<file path="config.mk">
export PLATFORM = sky130hd
export DESIGN_NAME = mcu_instruction_execute
export DESIGN_NICKNAME = d
export VERILOG_FILES = /design/src/exec_pkg.sv /design/src/mcu_instruction_execute.sv
export VERILOG_INCLUDE_DIRS = /design/src
export SDC_FILE = /design/constraint.sdc
export NUM_CORES = 1
export LEC_CHECK = 0
export CAP_MARGIN = 20
export CORE_MARGIN = 10
export CORE_UTILIZATION = 70
export CTS_BUF_LIST = sky130_fd_sc_hd__clkbuf_4
export DETAILED_ROUTE_END_ITERATION = 6
export DONT_BUFFER_PORTS = 1
export PLACE_DENSITY = 0.86
export SKIP_LAST_GASP = 1
export SLEW_MARGIN = 20
export SYNTH_ARGS = -nofsm -noshare
export SYNTH_HDL_FRONTEND = slang
export SYNTH_SLANG_ARGS = --single-unit
export TNS_END_PERCENT = 20
</file>
<file path="constraint.sdc">
create_clock -name clk -period 4.55 [get_ports clk]
set_input_delay 0.91 -clock clk [delete_from_list [all_inputs] [get_ports clk]]
set_output_delay 0.91 -clock clk [all_outputs]
set_load 0.1 [all_outputs]
</file>
<file path="src/exec_defines.svh">
// Timing, reset values and fixed addresses for the instruction execute unit.
// Assumes a system clock of 100 MHz and four system clocks per instruction cycle.
`ifndef EXEC_DEFINES_SVH
`define EXEC_DEFINES_SVH

`define INSTR_CLKS      4'h4
`define PCL_ADDR        7'h06
`define FINAL_PAGE      2'h3
`define ACC_RESET       8'h00
`define PC_RESET        10'h000
`define TABLE_HIGH_BYTE_RESET      6'h00

`endif

</file>
<file path="src/exec_pkg.sv">
// Types shared by the instruction execute unit and its surroundings.
// Assumes instructions arrive already decoded from program memory.
package exec_pkg;

    typedef enum logic [5:0] {
        OP_NOP, OP_ADD, OP_ADC, OP_SUB, OP_SBC, OP_DAA, OP_AND, OP_OR, OP_XOR,
        OP_CPL, OP_INC, OP_DEC, OP_RR, OP_RRC, OP_RL, OP_RLC, OP_MOV,
        OP_BCLR, OP_BSET, OP_CLR, OP_SET, OP_SWAP, OP_SZ, OP_SZA, OP_SZB,
        OP_SNZB, OP_SIZ, OP_SDZ, OP_JMP, OP_CALL, OP_RET, OP_RETL, OP_RETI,
        OP_TABC, OP_TABL, OP_WDT, OP_WDT1, OP_WDT2, OP_HALT
    } op_t;

    typedef struct packed {
        op_t         op;
        logic        to_mem;
        logic        use_imm;
        logic [6:0]  addr;
        logic [7:0]  imm;
        logic [2:0]  bit_idx;
        logic [9:0]  target;
    } instr_t;

    typedef struct packed {
        logic watchdog_timeout_flag;
        logic power_down_flag;
        logic signed_wrap_flag;
        logic zero_flag;
        logic nibble_carry_flag;
        logic carry_flag;
    } flags_t;

endpackage

</file>
<file path="src/mcu_instruction_execute.sv">
// Execute stage of an 8-bit accumulator machine: ALU, flags, PC, stack, table and watchdog.
// Assumes the caller presents mem_rdata and rom_word for the offered instruction in the
// same clock, and takes mem_we/mem_waddr/mem_wdata one clock after acceptance.
`timescale 1ns/100ps
`include "exec_defines.svh"

module mcu_instruction_execute
    import exec_pkg::*;
#(
    parameter int PC_W        = 10,
    parameter int STACK_DEPTH = 4
)(
    input  wire logic            clk,             // System clock, 100 MHz.
    input  wire logic            nrst,            // Asynchronous reset, active low.
    input  wire logic            en,              // Clock enable; low freezes all state.
    input  wire logic            instr_valid,     // A decoded instruction is offered.
    input  wire instr_t          instr,           // The offered instruction.
    input  wire logic [7:0]      mem_rdata,       // Data memory at instr.addr.
    input  wire logic [13:0]     rom_word,        // Program word at rom_addr.
    input  wire logic            wdt_single_clear,// High: one clear op; low: paired.
    input  wire logic            wdt_timeout_evt, // Watchdog expired this clock.
    output logic                 instr_ready,     // Unit takes an instruction now.
    output logic [PC_W-1:0]      rom_addr,        // Table fetch address.
    output logic [7:0]           acc,             // Accumulator.
    output flags_t               flags,           // Status flags.
    output logic [PC_W-1:0]      pc,              // Program counter.
    output logic [5:0]           table_high_byte, // High part of last table word.
    output logic                 mem_we,          // Data memory write strobe.
    output logic [6:0]           mem_waddr,       // Data memory write address.
    output logic [7:0]           mem_wdata,       // Data memory write data.
    output logic                 wdt_clear        // Watchdog counter clear pulse.
);
    localparam int SP_W = $clog2(STACK_DEPTH);

    logic [7:0]      acc_q, acc_d;
    flags_t          fl_q, fl_d;
    logic [PC_W-1:0] pc_q, pc_d;
    logic [SP_W-1:0] sp_q, sp_d;
    logic [PC_W-1:0] stack_q [STACK_DEPTH];
    logic [5:0]      table_high_byte_q, table_high_byte_d;
    logic            we_q, we_d;
    logic [6:0]      waddr_q, waddr_d;
    logic [7:0]      wdata_q, wdata_d;
    logic [3:0]      cnt_q, cnt_d;
    logic [1:0]      pre_q, pre_d;
    logic            wclr_q, wclr_d;
    logic            push;
    logic            accept;

    logic [7:0]  opnd, res, mask;
    logic [10:0] sum;
    logic        wr_res, skip, to_mem;
    logic [3:0]  ncyc;
    logic [4:0]  lo_adj;
    logic [4:0]  hi_adj;

    // Result bits {signed wrap, nibble carry, carry, sum}.
    function automatic logic [10:0] arith(input logic [7:0] a, input logic [7:0] b,
                                          input logic cin);
        logic [8:0] s;
        logic [4:0] h;
        s = {1'b0, a} + {1'b0, b} + {8'h00, cin};
        h = {1'b0, a[3:0]} + {1'b0, b[3:0]} + {4'h0, cin};
        return {(a[7] == b[7]) && (s[7] != a[7]), h[4], s[8], s[7:0]};
    endfunction

    assign accept      = en && instr_valid && (cnt_q == 4'h0);
    assign instr_ready = (cnt_q == 4'h0);
    assign rom_addr    = (instr.op == OP_TABL) ? {`FINAL_PAGE, instr.imm}
                                               : {pc_q[PC_W-1:8], instr.imm};
    assign opnd        = instr.use_imm ? instr.imm : mem_rdata;
    assign mask        = 8'h01 << instr.bit_idx;

    always_comb
    begin
        acc_d   = acc_q;
        fl_d    = fl_q;
        pc_d    = pc_q;
        sp_d    = sp_q;
        table_high_byte_d  = table_high_byte_q;
        we_d    = 1'b0;
        waddr_d = waddr_q;
        wdata_d = wdata_q;
        cnt_d   = cnt_q;
        pre_d   = pre_q;
        wclr_d  = 1'b0;
        push    = 1'b0;
        res     = 8'h00;
        sum     = 11'h000;
        wr_res  = 1'b0;
        skip    = 1'b0;
        to_mem  = instr.to_mem;
        ncyc    = 4'h1;
        lo_adj  = 5'h00;
        hi_adj  = 5'h00;
        if (cnt_q != 4'h0)
        begin
            cnt_d = cnt_q - 4'h1;
        end
        else if (instr_valid)
        begin
            pc_d = pc_q + 1'b1;
            if (instr.op != OP_WDT1 && instr.op != OP_WDT2)
            begin
                pre_d = 2'b00;
            end
            unique case (instr.op)
                OP_ADD, OP_ADC, OP_SUB, OP_SBC:
                begin
                    if (instr.op == OP_ADD || instr.op == OP_ADC)
                        sum = arith(acc_q, opnd, (instr.op == OP_ADC) & fl_q.carry_flag);
                    else
                        sum = arith(acc_q, ~opnd, (instr.op == OP_SUB) | fl_q.carry_flag);
                    res    = sum[7:0];
                    wr_res = 1'b1;
                    fl_d.signed_wrap_flag  = sum[10];
                    fl_d.nibble_carry_flag = sum[9];
                    fl_d.carry_flag        = sum[8];
                    fl_d.zero_flag         = (sum[7:0] == 8'h00);
                end
                OP_DAA:
                begin
                    lo_adj = (acc_q[3:0] > 4'h9 || fl_q.nibble_carry_flag)
                           ? {1'b0, acc_q[3:0]} + 5'h06 : {1'b0, acc_q[3:0]};
                    hi_adj = {1'b0, acc_q[7:4]} + {4'h0, lo_adj[4]};
                    if (hi_adj > 5'h09 || fl_q.carry_flag)
                    begin
                        hi_adj          = hi_adj + 5'h06;
                        fl_d.carry_flag = 1'b1;
                    end
                    res    = {hi_adj[3:0], lo_adj[3:0]};
                    to_mem = 1'b1;
                    wr_res = 1'b1;
                end
                OP_AND, OP_OR, OP_XOR, OP_CPL:
                begin
                    unique case (instr.op)
                        OP_AND:  res = acc_q & opnd;
                        OP_OR:   res = acc_q | opnd;
                        OP_XOR:  res = acc_q ^ opnd;
                        default: res = ~mem_rdata;
                    endcase
                    wr_res         = 1'b1;
                    fl_d.zero_flag = (res == 8'h00);
                end
                OP_INC, OP_DEC:
                begin
                    res            = (instr.op == OP_INC) ? mem_rdata + 8'h01 : mem_rdata - 8'h01;
                    wr_res         = 1'b1;
                    fl_d.zero_flag = (res == 8'h00);
                end
                OP_RR:   begin res = {mem_rdata[0], mem_rdata[7:1]}; wr_res = 1'b1; end
                OP_RL:   begin res = {mem_rdata[6:0], mem_rdata[7]}; wr_res = 1'b1; end
                OP_RRC:
                begin
                    res             = {fl_q.carry_flag, mem_rdata[7:1]};
                    fl_d.carry_flag = mem_rdata[0];
                    wr_res          = 1'b1;
                end
                OP_RLC:
                begin
                    res             = {mem_rdata[6:0], fl_q.carry_flag};
                    fl_d.carry_flag = mem_rdata[7];
                    wr_res          = 1'b1;
                end
                OP_MOV:  begin res = instr.to_mem ? acc_q : opnd; wr_res = 1'b1; end
                OP_BCLR: begin res = mem_rdata & ~mask; to_mem = 1'b1; wr_res = 1'b1; end
                OP_BSET: begin res = mem_rdata | mask; to_mem = 1'b1; wr_res = 1'b1; end
                OP_CLR:  begin res = 8'h00; to_mem = 1'b1; wr_res = 1'b1; end
                OP_SET:  begin res = 8'hff; to_mem = 1'b1; wr_res = 1'b1; end
                OP_SWAP: begin res = {mem_rdata[3:0], mem_rdata[7:4]}; wr_res = 1'b1; end
                OP_SZ:   skip = (mem_rdata == 8'h00);
                OP_SZA:
                begin
                    res    = mem_rdata;
                    to_mem = 1'b0;
                    wr_res = 1'b1;
                    skip   = (mem_rdata == 8'h00);
                end
                OP_SZB:  skip = ((mem_rdata & mask) == 8'h00);
                OP_SNZB: skip = ((mem_rdata & mask) != 8'h00);
                OP_SIZ, OP_SDZ:
                begin
                    res    = (instr.op == OP_SIZ) ? mem_rdata + 8'h01 : mem_rdata - 8'h01;
                    wr_res = 1'b1;
                    skip   = (res == 8'h00);
                end
                OP_JMP:  begin pc_d = instr.target; ncyc = 4'h2; end
                OP_CALL:
                begin
                    push = 1'b1;
                    sp_d = sp_q + 1'b1;
                    pc_d = instr.target;
                    ncyc = 4'h2;
                end
                OP_RET, OP_RETL, OP_RETI:
                begin
                    sp_d = sp_q - 1'b1;
                    pc_d = stack_q[sp_q - 1'b1];
                    ncyc = 4'h2;
                    if (instr.op == OP_RETL)
                        acc_d = instr.imm;
                end
                OP_TABC, OP_TABL:
                begin
                    res    = rom_word[7:0];
                    table_high_byte_d = rom_word[13:8];
                    to_mem = 1'b1;
                    wr_res = 1'b1;
                    ncyc   = 4'h2;
                end
                OP_WDT:
                begin
                    if (wdt_single_clear)
                    begin
                        wclr_d                     = 1'b1;
                        fl_d.watchdog_timeout_flag = 1'b0;
                        fl_d.power_down_flag       = 1'b0;
                    end
                end
                OP_WDT1, OP_WDT2:
                begin
                    // Paired mode clears only when the other pre-clear came just before.
                    if (!wdt_single_clear && pre_q[instr.op == OP_WDT1])
                    begin
                        wclr_d                     = 1'b1;
                        pre_d                      = 2'b00;
                        fl_d.watchdog_timeout_flag = 1'b0;
                        fl_d.power_down_flag       = 1'b0;
                    end
                    else
                    begin
                        pre_d = (instr.op == OP_WDT1) ? 2'b01 : 2'b10;
                    end
                end
                OP_HALT:
                begin
                    wclr_d                     = 1'b1;
                    fl_d.watchdog_timeout_flag = 1'b0;
                    fl_d.power_down_flag       = 1'b1;
                end
                default: ;
            endcase
            if (wr_res && to_mem)
            begin
                we_d    = 1'b1;
                waddr_d = instr.addr;
                wdata_d = res;
                if (instr.addr == `PCL_ADDR)
                begin
                    pc_d = {pc_q[PC_W-1:8], res};
                    ncyc = ncyc + 4'h1;
                end
            end
            else if (wr_res)
            begin
                acc_d = res;
            end
            if (skip)
            begin
                pc_d = pc_q + 2'd2;
                ncyc = ncyc + 4'h1;
            end
            cnt_d = 4'(ncyc * `INSTR_CLKS) - 4'h1;
        end
        // A timeout in the same clock as a clear still sets the flag.
        if (wdt_timeout_evt)
            fl_d.watchdog_timeout_flag = 1'b1;
    end

    always_ff @(posedge clk or negedge nrst)
    begin
        if (!nrst)
        begin
            acc_q   <= `ACC_RESET;
            fl_q    <= '0;
            pc_q    <= `PC_RESET;
            sp_q    <= '0;
            table_high_byte_q  <= `TABLE_HIGH_BYTE_RESET;
            we_q    <= 1'b0;
            waddr_q <= 7'h00;
            wdata_q <= 8'h00;
            cnt_q   <= 4'h0;
            pre_q   <= 2'b00;
            wclr_q  <= 1'b0;
            for (int i = 0; i < STACK_DEPTH; i++)
                stack_q[i] <= `PC_RESET;
        end
        else if (en)
        begin
            acc_q   <= acc_d;
            fl_q    <= fl_d;
            pc_q    <= pc_d;
            sp_q    <= sp_d;
            table_high_byte_q  <= table_high_byte_d;
            we_q    <= we_d;
            waddr_q <= waddr_d;
            wdata_q <= wdata_d;
            cnt_q   <= cnt_d;
            pre_q   <= pre_d;
            wclr_q  <= wclr_d;
            if (push)
                stack_q[sp_q] <= pc_q + 1'b1;
        end
    end

    assign acc             = acc_q;
    assign flags           = fl_q;
    assign pc              = pc_q;
    assign table_high_byte = table_high_byte_q;
    assign mem_we          = we_q;
    assign mem_waddr       = waddr_q;
    assign mem_wdata       = wdata_q;
    assign wdt_clear       = wclr_q;
endmodule

</file>
== Word level (Yosys, flattened, before mapping) ==
Cells that the tools add are included.

* Input bits: 64
* Memory bits (writable): 0
* Memories kept: 0
* Bits in latches: 0
* Flip-flop bits (word level): 95
* Memory bits (read-only): 0

* Reductions and logical operators: 52
* Muxes and demuxes: 80
* Add/sub/neg operators: 21
* Magnitude comparators: 6
* Equal/unequal tests: 52
* Shifts and indexed selects: 1
* Div/mod/pow operators: 0
* $mul: 0
* Bitwise logic cells: 14

{| class="wikitable"
|+ Operator list
! cell !! number
|-
| $pmux W8 S16 || 1
|-
| $eq A6 B5 Y1 const B || 16
|-
| $mux W8 || 11
|-
| $mux W10 || 7
|-
| $eq A6 B4 Y1 const B || 8
|-
| $logic_not A8 Y1 || 6
|-
| $mux W11 || 4
|-
| $eq A6 B6 Y1 const B || 7
|-
| $bwmux W40 || 1
|-
| $mux W2 || 16
|-
| $reduce_and A4 Y1 || 7
|-
| $reduce_or A26 Y1 || 1
|-
| $and A8 B8 Y8 || 3
|-
| $eq A6 B3 Y1 const B || 4
|-
| $not A8 Y8 || 3
|-
| $pmux W8 S3 || 1
|-
| $mux W1 || 23
|-
| $bmux W10 S2 || 1
|-
| $demux W10 S2 || 1
|-
| $pmux W10 S2 || 1
|-
| $add A8 B8 Y9 || 2
|-
| $add A9 B1 Y9 || 2
|-
| $or A8 B8 Y8 || 2
|-
| $reduce_or A7 Y1 || 2
|-
| 55 further kinds || 96
|}

== Depth between registers and ports, before layout ==
* Depth after elaboration: 17
* Mapped depth: 15
* Depth with buffers taken out: 12

== Least setup slack after synthesis ==
Ideal clock, no wire load.

* Path kind: input to register
* From: in instr[31] (netlist name)
* To: reg pc_q[4] (netlist: pc[4])
* Path buffers: 3
* Arrival: 4.151 ns
* Stages: 15
* Data required time: 4.483 ns
* Setup slack: 0.332 ns
* Path through: clkbuf_1 > clkbuf_1 > buf_1 > nor2b_1 > nand4_1 > fa_1 > fa_1 > nor2b_1 > o21ai_0 > nand2_1 > a21oi_1 > xnor2_1 > o2111a_1 > a2111oi_0 > a211o_1

* Word-level cells in the longest chain between the ends: 11
* Elaborated cells on any way between the ends: 75

{| class="wikitable"
|+ RTL lines
! element !! line !! text
|-
| start, declared || mcu_instruction_execute.sv:17 || <nowiki>input wire instr_t instr,</nowiki>
|-
| $eq A6 B2 Y1 (on tied branches) || - ||
|-
| $or A1 B1 Y1 or $and A1 B1 Y1 (tied branches) || mcu_instruction_execute.sv:113, mcu_instruction_execute.sv:111 ||
|-
| $add A9 B1 Y9 || mcu_instruction_execute.sv:62 || <nowiki>s = {1'b0, a} + {1'b0, b} + {8'h00, cin};</nowiki>
|-
| $mux W11 || mcu_instruction_execute.sv:110 || <nowiki>if (instr.op == OP_ADD || instr.op == OP_ADC)</nowiki>
|-
| $mux W11 || mcu_instruction_execute.sv:107 || <nowiki>unique case (instr.op)</nowiki>
|-
| $mux W11 || mcu_instruction_execute.sv:100 || <nowiki>else if (instr_valid)</nowiki>
|-
| $mux W11 || mcu_instruction_execute.sv:96 || <nowiki>if (cnt_q != 4'h0)</nowiki>
|-
| $pmux W8 S16 || mcu_instruction_execute.sv:107 ||
|-
| $mux W10 || mcu_instruction_execute.sv:249 || <nowiki>if (instr.addr == `PCL_ADDR)</nowiki>
|-
| $mux W10 || mcu_instruction_execute.sv:244 || <nowiki>if (wr_res && to_mem)</nowiki>
|-
| $mux W10 * || mcu_instruction_execute.sv:259 || <nowiki>if (skip)</nowiki>
|-
| end signal, assigned || mcu_instruction_execute.sv:277 || <nowiki>pc_q <= `PC_RESET;</nowiki>
|-
| end signal, assigned || mcu_instruction_execute.sv:293 || <nowiki>pc_q <= pc_d;</nowiki>
|-
| end, declared || mcu_instruction_execute.sv:37 || <nowiki>logic [PC_W-1:0] pc_q, pc_d;</nowiki>
|}

Mark *: on every way between the ends. The rest lies on a longest branch, timed or not. The select of a mux whose other input is x is not followed.
A chain may end at the register's enable or synchronous reset.

== Worst setup path in the final report ==
* From: in mem_rdata[1]
* To: reg pc_q[7] (netlist: pc[7])

* Word-level cells in the longest chain between the ends: 12
* Elaborated cells on any way between the ends: 26

{| class="wikitable"
|+ RTL lines
! element !! line !! text
|-
| start, declared || mcu_instruction_execute.sv:18 || <nowiki>input wire logic [7:0] mem_rdata,</nowiki>
|-
| $mux W8 || mcu_instruction_execute.sv:71 || <nowiki>assign opnd = instr.use_imm ? instr.imm : mem_rdata;</nowiki>
|-
| $not A8 Y8 || mcu_instruction_execute.sv:113 || <nowiki>sum = arith(acc_q, ~opnd, (instr.op == OP_SUB) | fl_q.carry_flag);</nowiki>
|-
| $add A8 B8 Y9 || mcu_instruction_execute.sv:62 ||
|-
| $add A9 B1 Y9 || mcu_instruction_execute.sv:62 ||
|-
| $mux W11 || mcu_instruction_execute.sv:110 ||
|-
| $mux W11 || mcu_instruction_execute.sv:107 ||
|-
| $mux W11 || mcu_instruction_execute.sv:100 ||
|-
| $mux W11 || mcu_instruction_execute.sv:96 ||
|-
| $pmux W8 S16 || mcu_instruction_execute.sv:107 ||
|-
| $mux W10 || mcu_instruction_execute.sv:249 ||
|-
| $mux W10 || mcu_instruction_execute.sv:244 ||
|-
| $mux W10 * || mcu_instruction_execute.sv:259 ||
|}

Marks and branches as above.

==> results.txt <==
----------------------------------------------------
[Cells and area]
  Most frequent standard cell in the layout excluding fill and tap cells ... sky130_fd_sc_hd__nand2_1
  FF/Latch Area ... 0.00238 mm^2
  Combined area of the multi-input logic cells ... 0.00541 mm^2
  Layout Cell Area excl Fill ... 0.00847 mm^2
  Number of fill cells ... 917
  Area growth from synthesis to layout ... 1.64%
  Final Net Count ... 1074
  Most used cells in the layout excluding fill and tap cells ... 114 x sky130_fd_sc_hd__nand2_1, 98 x sky130_fd_sc_hd__o21ai_0, 95 x sky130_fd_sc_hd__dfrtp_1
  Share of post-route cells with drive strength above 1 ... 0.0956
  Final standard cell utilization of the core ... 0.736
  Post-layout instance count excluding filler cells ... 1118

[Routing]
  Remaining DRCs ... 0
  Vias per inst ... 7.29
  Total routed wirelength ... 27300 um
  Antenna violation net count after detailed routing ... 0
  Starting DRC count in detailed routing ... 921
  Number of optimization iterations in the first detailed-route pass ... 7
  Detailed-route wire length per cell ... 24.4 um
  Routed via count ... 8155

[Critical path]
  Instance count on the critical path ... 12
  Cell count of the worst reg-to-reg path ... 12
  CP Class ... in -> reg
  Setup crit start kind ... primary input
  Highest net fanout along the worst path ... 14
  Cell at the slowest stage of the critical path ... sky130_fd_sc_hd__nor4b_1
  Ordered list of cells on the worst path ... inv_1 -> o21ai_0 -> inv_1 -> ha_1 -> nor2b_1 -> o31a_1 -> o21ai_0 -> nor4b_1 -> o22ai_1 -> xnor2_1 -> a211oi_1 -> o31ai_1
  Largest incremental delay on the critical path ... 440 ps
  Required time of the critical path ... 4910 ps
  Gate family responsible for the most delay along the worst path ... compound AO/OA/AOI/OAI gates
  Buffer and inverter count on the worst path ... 2
  Worst Setup End Kind ... flop
  Launch instance of the worst register-to-register path ... acc[3]$_DFFE_PN0P_
  Crit path arrival time ... 3780 ps
  Critical Path Source ... mem_rdata[1]

[CTS]
  Level count of the clock H-tree ... 3
  Root cell of the clock tree ... sky130_fd_sc_hd__clkbuf_4
  Buffers inserted by post-CTS timing repair ... 0
  TritonCTS clock tree ... yes
  Total clock sinks ... 95
  Worst-skew pair later-pin latency ... 450 ps
  Maximum number of buffers from clock root to sink ... 2
  Cts hold-fix bufs ... 0
  Number of buffers created by CTS ... 9
  CTS clk-pin slew, worst paths ... 160 ps
  Post_cts resized ... 0

[Timing]
  Fin Clk Skew ... 18.2 ps
  Max-slew headroom ... 0.232
  Final Hold Fails ... 0
  Final total negative setup slack ... 0 ps
  Highest clock frequency the design can meet ... 292 MHz
  Clock period minus worst slack ... 3420 ps
  Tightest hold margin ... 126 ps
  Final Setup Violations ... 0
  Count of pins over their slew limit ... 0
  Final worst path period share ... 0.752
  Setup repair after global routing missed its margin ... no
  Worst-Margin Slew ... 1150 ps

[Synthesis]
  Count of synthesis-stage warnings from yosys ... 0
  Synthesized instance count ... 1016
  Synth unique cells ... 79
  Post-synth EDFFs ... 0
  Net Count, Synth ... 1121
  Synthesized area per cell ... 8.20 um^2
  Main flop type after synthesis ... sky130_fd_sc_hd__dfrtp_1
  Post-synthesis sequential area ratio ... 0.285
  Flip-flop and latch count after synthesis ... 95
  Post-synth design cell area ... 0.00833 mm^2
  Post-synth ARST share ... 1.00

[Floorplan]
  Effective utilization at floorplan ... 0.724
  Die height ... 129 um
  Width of the chip ... 129 um
  Total Die Area ... 0.0167 mm^2
  Core Box Area ... 0.0115 mm^2
  Number of core rows ... 39
  I/O Pins ... 122

[Place]
  Dpl hpwl ... 20500 um
  Post-Place Cells ... 1101
  Port Buf Inserts ... 0
  Final Wtd Congestion ... 1.01
  Standard cell area after detailed placement ... 0.00835 mm^2

[GRT]
  Pin count of the biggest net entering global routing ... 96
  Number of antenna violations at the first check in global routing ... 2
  Total congestion overflow ... 0
  Number of global-route vias before repair ... 7707
  Global-route wire length before repair ... 42800 um
  Global router's overall resource usage ... 0.321

[Power]
  Leakage power ... 3.51 nW
  Power per cell area ... 445 mW/mm^2
  Max rail drop VDD ... 0.623 mV

[Job]
  Max Cap Viol ... 0

[Min path]
  HP Class ... in -> async

[Run status]
  Status ... finished clean

----------------------------------------------------
## layer usage
| layer | track usage | up-vias | routed length, um |
|---|---|---|---|
| met3 | 0.0885 | 114 | 3350 |
| met4 | 0.171 | 0 | 1520 |
| met2 | 0.511 | 556 | 12300 |
| met1 | 0.390 | 3834 | 10100 |
| li1 | - | 3651 | - |
| met5 | 0 | - | 0 |
## kinds of logic (layout without fill, tap and decap cells)
kind of cell               Yosys count  after routing  synth area share
and+or+nand+nor                    354            354             0.212
AOI/OAI and AO/OA                  301            301             0.245
buffers and inverters              130             87            0.0652
DFF                                 95             95             0.285
muxes                               57             57            0.0872
adders and majority gates           41             41            0.0652
xor gates and xnor gates            38             38            0.0399
other                                0              2                 0
## final cells by class
class,count,area share
antenna,2,0.000591
clock buffer,9,0.00798
clock inverter,6,0.00620
inverter,44,0.0195
multi-input combinational,791,0.639
sequential,95,0.281
tap,143,0.0211
timing repair buffer,28,0.0248
## path summary, 6_finish.rpt
kind / end / slack, ps
worst max-delay path: pc[7]$_DFFE_PN0P_ / 1130
worst min-delay path: mem_waddr[0]$_DFFE_PN0P_ / 130
worst max register to register: pc[7]$_DFFE_PN0P_ / 1240
worst min register to register: stack_q[33]$_DFFE_PN0P_ / 500
max in group asynchronous: mem_wdata[2]$_DFFE_PN0P_ / 4270
min in group clk: stack_q[33]$_DFFE_PN0P_ / 500
## power breakdown
part	internal (mW)	total, mW	switching, mW	leakage (nW)
sequential	0.963	1.46	0.496	1.29
clock	0.119	0.424	0.305	0.0614
combinational	0.565	1.88	1.32	2.16
total	1.65	3.77	2.12	3.51
## cell usage after synthesis, types with 8 or more instances
cell type,n,area share
sky130_fd_sc_hd__nand3_1,31,0.019
sky130_fd_sc_hd__nand2_1,114,0.051
sky130_fd_sc_hd__a31oi_1,9,0.0068
sky130_fd_sc_hd__nor3b_1,11,0.0099
sky130_fd_sc_hd__o31ai_1,9,0.0081
sky130_fd_sc_hd__buf_4,8,0.0072
sky130_fd_sc_hd__clkbuf_1,61,0.027
sky130_fd_sc_hd__a21oi_1,42,0.025
sky130_fd_sc_hd__and3_1,13,0.0098
sky130_fd_sc_hd__ha_1,37,0.056
sky130_fd_sc_hd__nor2_1,76,0.034
sky130_fd_sc_hd__a221oi_1,18,0.019
sky130_fd_sc_hd__mux2_2,25,0.034
sky130_fd_sc_hd__o2111ai_1,10,0.011
sky130_fd_sc_hd__mux4_2,10,0.027
sky130_fd_sc_hd__buf_2,8,0.0048
sky130_fd_sc_hd__o211ai_1,11,0.0099
sky130_fd_sc_hd__dfrtp_1,95,0.29
sky130_fd_sc_hd__a22oi_1,13,0.012
sky130_fd_sc_hd__nand4_1,11,0.0083
sky130_fd_sc_hd__nand2b_1,8,0.0060
sky130_fd_sc_hd__xnor2_1,23,0.024
sky130_fd_sc_hd__inv_1,44,0.020
sky130_fd_sc_hd__nor3_1,29,0.017
sky130_fd_sc_hd__mux2i_1,22,0.026
sky130_fd_sc_hd__xor2_1,15,0.016
sky130_fd_sc_hd__a211oi_1,12,0.011
sky130_fd_sc_hd__o21ai_0,98,0.059
sky130_fd_sc_hd__nor2b_1,10,0.0075
sky130_fd_sc_hd__o21a_1,8,0.0072
## through the flow
stage	total power, mW	worst slack, ps
3_5_place_dp	3.33	781
2_1_floorplan	2.96	332
4_1_cts	3.74	1220
3_3_place_gp	3.30	843
5_1_grt	3.94	965
6_report	3.77	1130
## state kept, by name, indices dropped and copies added, names as in the netlist
register and flops:
acc 8, cnt_q 4, flags 6, mem_waddr 7, mem_wdata 8, mem_we 1
pc 10, pre_q 2, sp_q 2, stack_q 40, table_high_byte 6, wdt_clear 1
(Power assumes the default switching activity.)
